File: config.mk
export PLATFORM = sky130hd
export DESIGN_NAME = svdc_top
export DESIGN_NICKNAME = d
export VERILOG_FILES = /design/src/svdc_pkg.sv /design/src/svdc_bus_if.sv /design/src/svdc_ahb_slave.sv /design/src/svdc_top.sv
export SDC_FILE = /design/constraint.sdc
export NUM_CORES = 1
export LEC_CHECK = 0
export ABC_AREA = 0
export BUFFER_PORTS_ARGS = -buffer_cell sky130_fd_sc_hd__buf_2
export CAP_MARGIN = 20
export CORE_MARGIN = 3
export CORE_UTILIZATION = 38
export CTS_CLUSTER_SIZE = 24
export DETAILED_ROUTE_END_ITERATION = 10
export GPL_TIMING_DRIVEN = 1
export HOLD_SLACK_MARGIN = 0.15
export PLACE_DENSITY_LB_ADDON = 0.08
export SLEW_MARGIN = 20
export SYNTH_ARGS = -nofsm -noshare
export SYNTH_HDL_FRONTEND = slang
export SYNTH_SLANG_ARGS = --single-unit
File: constraint.sdc
create_clock -name i_core_clk -period 1.35 [get_ports i_core_clk]
set_input_delay 0.0675 -clock i_core_clk [delete_from_list [all_inputs] [get_ports i_core_clk]]
set_output_delay 0.0675 -clock i_core_clk [all_outputs]
set_load 0.05 [all_outputs]
File: src/svdc_pkg.sv
// Package of the supply voltage detect control block: register map, fields, reset values.
// Assumes a 32-bit AHB-Lite register bus with one aligned word per register.
package svdc_pkg;

  // Register byte offsets
  localparam logic [7:0] OFF_CONTROL   = 8'h00;
  localparam logic [7:0] OFF_THRESHOLD = 8'h04;
  localparam logic [7:0] OFF_STATUS    = 8'h08;
  localparam logic [7:0] OFF_IRQ_EN    = 8'h0C;
  localparam logic [7:0] OFF_CLEAR     = 8'h10;
  localparam logic [7:0] OFF_PRIORITY  = 8'h14;
  localparam logic [7:0] OFF_MOD_DIS   = 8'h18;
  localparam logic [7:0] OFF_POWER     = 8'h1C;

  // Control register field positions
  localparam int CTL_EN_BIT   = 7;
  localparam int CTL_OUT_BIT  = 5;
  localparam int CTL_RDY_BIT  = 4;
  localparam int CTL_RISE_BIT = 1;
  localparam int CTL_FALL_BIT = 0;

  // Event flag / enable / priority bit position
  localparam int EVT_BIT      = 7;
  // Module disable bit position
  localparam int MOD_DIS_BIT  = 5;

  // Power mode register field positions
  localparam int PWR_SLEEP_BIT  = 0;
  localparam int PWR_FREEZE_BIT = 1;
  localparam int PWR_GIE_BIT    = 2;

  localparam logic [3:0] THR_RESERVED = 4'hF;
  localparam logic [7:0] REG_RESET    = 8'h00;
  localparam logic [1:0] HTRANS_NONSEQ = 2'h2;

endpackage : svdc_pkg

File: src/svdc_bus_if.sv
// Interface carrying decoded register accesses from the bus slave to the core.
// Assumes both ends share i_core_clk.
`timescale 1ns/1ps
interface svdc_bus_if;
  logic       wr_stb;
  logic       rd_stb;
  logic [7:0] addr;
  logic [7:0] wdata;
  logic [7:0] rdata;

  modport slave (output wr_stb, output rd_stb, output addr, output wdata, input rdata);
  modport core  (input wr_stb, input rd_stb, input addr, input wdata, output rdata);
endinterface : svdc_bus_if

File: src/svdc_ahb_slave.sv
// AHB-Lite slave turning single word transfers into register strobes.
// Assumes single NONSEQ word transfers; the top adds one wait state to every read.
`timescale 1ns/1ps
module svdc_ahb_slave (
  input  wire logic        i_core_clk,
  input  wire logic        i_resetn,
  input  wire logic        i_hsel,
  input  wire logic [31:0] i_haddr,
  input  wire logic [1:0]  i_htrans,
  input  wire logic        i_hwrite,
  input  wire logic        i_hready,
  input  wire logic [31:0] i_hwdata,
  output logic [31:0]      o_hrdata,
  svdc_bus_if.slave        bus
);
  typedef struct packed {
    logic       wr_pend;
    logic       rd_pend;
    logic [7:0] addr;
  } svdc_slv_t;

  svdc_slv_t s_r;
  svdc_slv_t s_nxt;

  always_comb begin
    s_nxt         = s_r;
    s_nxt.wr_pend = 1'b0;
    s_nxt.rd_pend = 1'b0;
    if (i_hsel && i_hready && i_htrans == svdc_pkg::HTRANS_NONSEQ) begin
      s_nxt.wr_pend = i_hwrite;
      s_nxt.rd_pend = !i_hwrite;
      s_nxt.addr    = i_haddr[7:0];
    end
  end

  always_ff @(posedge i_core_clk) begin
    if (!i_resetn) begin
      s_r <= '0;
    end else begin
      s_r <= s_nxt;
    end
  end

  assign bus.wr_stb = s_r.wr_pend;
  assign bus.rd_stb = s_r.rd_pend;
  assign bus.addr   = s_r.addr;
  assign bus.wdata  = i_hwdata[7:0];
  assign o_hrdata   = {24'h000000, bus.rdata};
endmodule : svdc_ahb_slave

File: src/svdc_top.sv
// Control and event logic of the supply voltage detector, with AHB-Lite registers.
// Assumes comparator and reference-ready inputs already synchronous to i_core_clk.
//
// Local design decisions: the placing of the registers and register access over AHB-Lite.
`timescale 1ns/1ps
// Behaviour
// - No event flag before reference reports ready after enabling.
// - Readiness taken from reference input, never from a cycle count.
// - In sleep a crossing sets the flag and requests wake-up.
// - After wake-up vector to interrupt only when global interrupts enabled.
// - Idle and doze leave the detector fully active.
// - Freeze suppresses new events and interrupt requests.
// - Freeze holds the reference-ready status bit.
// - Register reads and writes still work during freeze.
// - Reset returns all registers to reset values, detector off.
// - Threshold register holds 4-bit code; code 1111 reserved.
// - Threshold upper four bits read as zero.
// - Rise, fall or both enables select flagged crossing direction.
// - Toggling detector enable produces no spurious event.
// - Interrupt only when enabled and reference ready.
module svdc_top (
  input  wire logic        i_core_clk,
  input  wire logic        i_resetn,
  input  wire logic        i_hsel,
  input  wire logic [31:0] i_haddr,
  input  wire logic [1:0]  i_htrans,
  input  wire logic        i_hwrite,
  input  wire logic [2:0]  i_hsize,
  input  wire logic        i_hready,
  input  wire logic [31:0] i_hwdata,
  input  wire logic        i_cmp_above,
  input  wire logic        i_ref_ready,
  output logic [31:0]      o_hrdata,
  output logic             o_hreadyout,
  output logic             o_hresp,
  output logic             o_det_power_en,
  output logic [3:0]       o_threshold_code,
  output logic             o_irq,
  output logic             o_wake_req,
  output logic             o_vector_req
);
  typedef struct packed {
    logic       det_en;
    logic       rise_en;
    logic       fall_en;
    logic [3:0] thr_code;
    logic       evt_flag;
    logic       evt_irq_en;
    logic       evt_prio;
    logic       mod_dis;
    logic       sleep;
    logic       freeze;
    logic       global_irq_enable;
    logic       cmp_q;
    logic       rdy_q;
    logic       cmp_prev;
    logic       armed;
    logic [7:0] rdata;
    logic       irq;
    logic       wake;
    logic       vector;
    logic       hready;
  } svdc_state_t;

  // Bus ready idles high out of reset
  localparam svdc_state_t ST_RESET = '{hready: 1'b1, default: '0};

  svdc_state_t st_r;
  svdc_state_t st_nxt;
  svdc_bus_if  bus ();

  logic unused_hsize;
  assign unused_hsize = ^i_hsize;

  svdc_ahb_slave u_slave (
    .i_core_clk (i_core_clk),
    .i_resetn   (i_resetn),
    .i_hsel     (i_hsel),
    .i_haddr    (i_haddr),
    .i_htrans   (i_htrans),
    .i_hwrite   (i_hwrite),
    .i_hready   (i_hready),
    .i_hwdata   (i_hwdata),
    .o_hrdata   (o_hrdata),
    .bus        (bus.slave)
  );

  function automatic logic wr_hit(input logic [7:0] off);
    wr_hit = bus.wr_stb && bus.addr == off;
  endfunction : wr_hit

  logic active;
  logic rise_edge;
  logic fall_edge;
  logic crossing;

  always_comb begin
    // Detector is live only when powered and not module-disabled; reference ready gates events separately
    active    = st_r.det_en && !st_r.mod_dis;
    rise_edge = st_r.cmp_q && !st_r.cmp_prev;
    fall_edge = !st_r.cmp_q && st_r.cmp_prev;
    crossing  = (st_r.rise_en && rise_edge) || (st_r.fall_en && fall_edge);

    st_nxt = st_r;

    st_nxt.cmp_q = i_cmp_above;
    // ready held in freeze; taken from the reference
    if (!st_r.freeze) begin
      st_nxt.rdy_q = i_ref_ready && active;
    end
    // comparison restarts only once ready, no edge at enable
    st_nxt.cmp_prev = st_r.cmp_q;
    st_nxt.armed    = active && st_r.rdy_q;

    if (st_r.armed && active && st_r.rdy_q && !st_r.freeze && crossing) begin
      st_nxt.evt_flag = 1'b1;
    end else if (wr_hit(svdc_pkg::OFF_CLEAR) && bus.wdata[svdc_pkg::EVT_BIT]) begin
      st_nxt.evt_flag = 1'b0;
    end

    if (wr_hit(svdc_pkg::OFF_CONTROL)) begin
      st_nxt.det_en  = bus.wdata[svdc_pkg::CTL_EN_BIT];
      st_nxt.rise_en = bus.wdata[svdc_pkg::CTL_RISE_BIT];
      st_nxt.fall_en = bus.wdata[svdc_pkg::CTL_FALL_BIT];
    end
    // 4-bit code, reserved value stored as written
    if (wr_hit(svdc_pkg::OFF_THRESHOLD)) begin
      st_nxt.thr_code = bus.wdata[3:0];
    end
    if (wr_hit(svdc_pkg::OFF_IRQ_EN)) begin
      st_nxt.evt_irq_en = bus.wdata[svdc_pkg::EVT_BIT];
    end
    if (wr_hit(svdc_pkg::OFF_PRIORITY)) begin
      st_nxt.evt_prio = bus.wdata[svdc_pkg::EVT_BIT];
    end
    if (wr_hit(svdc_pkg::OFF_MOD_DIS)) begin
      st_nxt.mod_dis = bus.wdata[svdc_pkg::MOD_DIS_BIT];
    end
    if (wr_hit(svdc_pkg::OFF_POWER)) begin
      st_nxt.sleep  = bus.wdata[svdc_pkg::PWR_SLEEP_BIT];
      st_nxt.freeze = bus.wdata[svdc_pkg::PWR_FREEZE_BIT];
      st_nxt.global_irq_enable    = bus.wdata[svdc_pkg::PWR_GIE_BIT];
    end

    // one wait state per read
    // Read data is loaded in the wait cycle, after any earlier write has landed
    st_nxt.hready = !(i_hsel && i_hready && i_htrans == svdc_pkg::HTRANS_NONSEQ && !i_hwrite);

    // Read mux, loaded every cycle from the held address of the last read or write
    st_nxt.rdata = 8'h00;
    case (bus.addr)
      svdc_pkg::OFF_CONTROL: begin
        st_nxt.rdata[svdc_pkg::CTL_EN_BIT]   = st_r.det_en;
        st_nxt.rdata[svdc_pkg::CTL_OUT_BIT]  = st_r.cmp_q;
        st_nxt.rdata[svdc_pkg::CTL_RDY_BIT]  = st_r.rdy_q;
        st_nxt.rdata[svdc_pkg::CTL_RISE_BIT] = st_r.rise_en;
        st_nxt.rdata[svdc_pkg::CTL_FALL_BIT] = st_r.fall_en;
      end
      svdc_pkg::OFF_THRESHOLD: st_nxt.rdata = {4'h0, st_r.thr_code};
      svdc_pkg::OFF_STATUS:    st_nxt.rdata[svdc_pkg::EVT_BIT] = st_r.evt_flag;
      svdc_pkg::OFF_IRQ_EN:    st_nxt.rdata[svdc_pkg::EVT_BIT] = st_r.evt_irq_en;
      svdc_pkg::OFF_PRIORITY:  st_nxt.rdata[svdc_pkg::EVT_BIT] = st_r.evt_prio;
      svdc_pkg::OFF_MOD_DIS:   st_nxt.rdata[svdc_pkg::MOD_DIS_BIT] = st_r.mod_dis;
      svdc_pkg::OFF_POWER: begin
        st_nxt.rdata[svdc_pkg::PWR_SLEEP_BIT]  = st_r.sleep;
        st_nxt.rdata[svdc_pkg::PWR_FREEZE_BIT] = st_r.freeze;
        st_nxt.rdata[svdc_pkg::PWR_GIE_BIT]    = st_r.global_irq_enable;
      end
      default: st_nxt.rdata = 8'h00;
    endcase

    // freeze masks the request; flag already gated by ready
    st_nxt.irq    = st_r.evt_flag && st_r.evt_irq_en && !st_r.freeze;
    // wake from sleep on the flag
    st_nxt.wake   = st_r.sleep && st_r.evt_flag && st_r.evt_irq_en && !st_r.freeze;
    // vector only with global interrupts on
    st_nxt.vector = st_r.evt_flag && st_r.evt_irq_en && st_r.global_irq_enable && !st_r.freeze;
  end

  always_ff @(posedge i_core_clk) begin
    // everything to reset value, detector off
    if (!i_resetn) begin
      st_r <= ST_RESET;
    end else begin
      st_r <= st_nxt;
    end
  end

  assign bus.rdata        = st_r.rdata;
  assign o_hreadyout      = st_r.hready;
  assign o_hresp          = 1'b0;
  assign o_det_power_en   = st_r.det_en;
  assign o_threshold_code = st_r.thr_code;
  assign o_irq            = st_r.irq;
  assign o_wake_req       = st_r.wake;
  assign o_vector_req     = st_r.vector;
endmodule : svdc_top

==> results.sh <==
export IMPL_synth_seq_cells=38
export IMPL_setup_ws_ns=0.00895
export IMPL_reg2reg_setup_slack_ns=0.009
export IMPL_die_h_microns=76.2
export IMPL_num_nets_final=331
export IMPL_hpwl_mm=2.73
export IMPL_syn_inst=197
export IMPL_yosysUniqueCellTypes=34
export IMPL_wl_met3_microns=220
export IMPL_cp_arrival_ns=1.52
export IMPL_drc=0
export IMPL_crit_required_ns=1.53
export IMPL_fin_skew_ns=0.00241
export IMPL_finalCriticalPeriod_ns=1.34
export IMPL_power_leakage_nw=1.04
export IMPL_cp_slowest_cell="dfxtp_4"
export IMPL_htree_levels=2
export IMPL_start_util_pct=41.1
export IMPL_ir_drop_mv=0.450
export IMPL_fmax_mhz=746
export IMPL_cts_tree="done"
export IMPL_grt_max_degree=26
export IMPL_wl_per_cell_microns=11.4
export IMPL_vias=1415
export IMPL_synth_avg_cell_area_sq_um=9.51
export IMPL_cpPeakStageDelay_ns=0.36
export IMPL_cp_max_fo=8
export IMPL_preCtsSetupSlack_ns=-0.0760
export IMPL_grt_pass1_wl_mm=6.27
export IMPL_die_width_microns=76.2
export IMPL_antenna_found_initial=0
export IMPL_crit_type="register to register"
export IMPL_rows=24
export IMPL_crit_path_cell_trace="buf_6 > nor4_4 > buf_6 > nand3_4 > mux2i_1 > nor2b_1"
export IMPL_grt_util_all_layers_pct=13.1
export IMPL_critPathCaptureType="register"
export IMPL_top_layer="met4"
export IMPL_status="complete, no violations"
export IMPL_drt_iter0_markers=33
export IMPL_port_buffer_count=38
export IMPL_hold_violations=0
export IMPL_dieArea_sq_um=5810
export IMPL_gp_congestion=0.723
export IMPL_synth_edf_count=0
export IMPL_wl_mm=3.67
export IMPL_p_per_area_nw_per_um2=938
export IMPL_viasPerCell=4.41
export IMPL_area_delta_synth_final_pct=29.5
export IMPL_first_global_vias=1346
export IMPL_fin_util_pct=53.2
export IMPL_ys_warn_count=0
export IMPL_holdCritPathClass="input port to register"
export IMPL_slew_viol_final=0
export IMPL_root_buffer="clkbuf_8"
export IMPL_async_flop_share_pct=0
export IMPL_filler_cell_count=430
export IMPL_setup_viol=0
export IMPL_yosys_top_cells_area="dfxtp_1 41%, buf_4 15%, nand2_1 5.2%"
export IMPL_ioPinCount=118
export IMPL_clk_transition_reported_paths_ns=0.07
export IMPL_synth_top_area_share_pct=40.6
export IMPL_synth_area_sq_um=1870
export IMPL_post_route_period_util_pct=99.3
export IMPL_path_common_cell="buf_6"
export IMPL_synthFlopType="dfxtp_1"
export IMPL_cts_sinks=38
export IMPL_met2_length_mm=1.67
export IMPL_m1WireLength_mm=1.75
export IMPL_layout_drive_gt1_share_pct=36.7
export IMPL_antenna_cells=0
export IMPL_cts_buffer_depth=2
export IMPL_multiInputGateArea_sq_um=990
export IMPL_final_common_cell="buf_2"
export IMPL_ys_seq_area_share_pct=40.6
export IMPL_grt_overflow=0
export IMPL_rsz0062_at_grt="yes"
export IMPL_regArea_sq_um=777
export IMPL_coreArea_sq_um=4560
export IMPL_crit_path_start_kind="register"
export IMPL_cts_buffers=5
export IMPL_drtPass1Iterations=4
export IMPL_synth_area_leader_cell="dfxtp_1"
export IMPL_ant_nets=0
export IMPL_clk_latency_ns=0.28
export IMPL_final_cell_mix="38 x buf_2, 31 x dfxtp_1, 26 x conb_1"
export IMPL_drv_cap=0
synthesized netlist by cell type, types with 3 or more instances:
| master | count |
|---|---|
| a21boi_0 | 9 |
| a21boi_1 | 5 |
| a21oi_1 | 3 |
| and2_1 | 5 |
| and3_1 | 4 |
| and4b_1 | 3 |
| buf_4 | 37 |
| clkbuf_1 | 4 |
| dfxtp_1 | 38 |
| mux2i_1 | 9 |
| nand2_1 | 26 |
| nand3_1 | 14 |
| nor2b_1 | 10 |
| o21ai_0 | 3 |
cell type report:
cell class              count  share of cell area, %
clock buffers               7                   3.56
clock inverters             1                  0.206
multi-input cells         140                   40.8
flip-flops and latches     38                   32.0
well taps                  65                   3.35
repair buffers             70                   20.1
layer usage:
| metal | vias up | GRT usage (%) |
|---|---|---|
| met1 | 636 | 17.7 |
| met4 | 0 | 4.35 |
| met3 | 3 | 3.55 |
| li1 | 728 | - |
| met2 | 48 | 20.1 |
| met5 | - | 0 |
where the power goes:
part | switching [W] | internal [W]
Clock | 0.000371 | 0.000412
Combinational | 0.000241 | 0.000112
Sequential | 0.0000137 | 0.00113
Total | 0.000626 | 0.00165
worst paths after layout:
check                                         start  depth (start not counted)             endpoint
worst max-delay path            u_slave.bus.addr[6]                          6  o_threshold_code[2]
worst min-delay path                    i_ref_ready                          4             st_r[14]
worst max register to register  u_slave.bus.addr[6]                          6  o_threshold_code[2]
worst min register to register             st_r[12]                          2             st_r[22]
what timing repair did:
item / 4_1_cts / 5_1_grt
gates resized for setup: 8 / 28
setup buffers: 2 / 2
hold buffers: 17 / 0
gates cloned: 0 / 0
pin swaps: 3 / 22
hold endpoints to repair: 26 / 0
endpoints found under the setup margin: 11 / 19
metrics by stage:
step / cells / TNS (ns) / total power, W / hold slack (ns) / cell area [sq um]
after floorplan: 222 / 0 / 0.00146 / 0.173 / 1970
after global placement: 292 / -0.279 / 0.00146 / 0.268 / 2010
after detailed placement: 292 / -0.401 / 0.00147 / 0.273 / 2010
after CTS: 319 / -0.0427 / 0.00230 / 0.191 / 2310
after global routing: 321 / -0.604 / 0.00238 / 0.207 / 2430
final: 321 / 0 / 0.00228 / 0.197 / 2430
sequential cells by signal, indices dropped and copies added, names as in the netlist:
name and count:
o_threshold_code 4, o_wake_req 1, o_irq 1, st_r 12
u_slave.bus.addr 8, u_slave.bus.wr_stb 1, o_vector_req 1, o_hreadyout 1
st_nxt 1, bus.rdata 7, o_det_power_en 1
critical path, delay by kind of cell, from the launching register on:
| family | cells | cell delay, ns |
|---|---|---|
| and+or+nand+nor | 3 | 0.39 |
| buffers and inverters | 2 | 0.30 |
| DFF | 1 | 0.36 |
| muxes | 1 | 0.19 |
kinds of logic after synthesis:
group                  after synthesis  synth area share (%)
multiplexers                         9                  4.81
AO/OA/AOI/OAI                       24                  9.35
other                                1                 0.200
AND/OR/NAND/NOR                     81                  28.3
buffers and inverters               44                  16.8
flip-flops                          38                  40.6
Note: power is estimated with default switching activity, not from simulation.
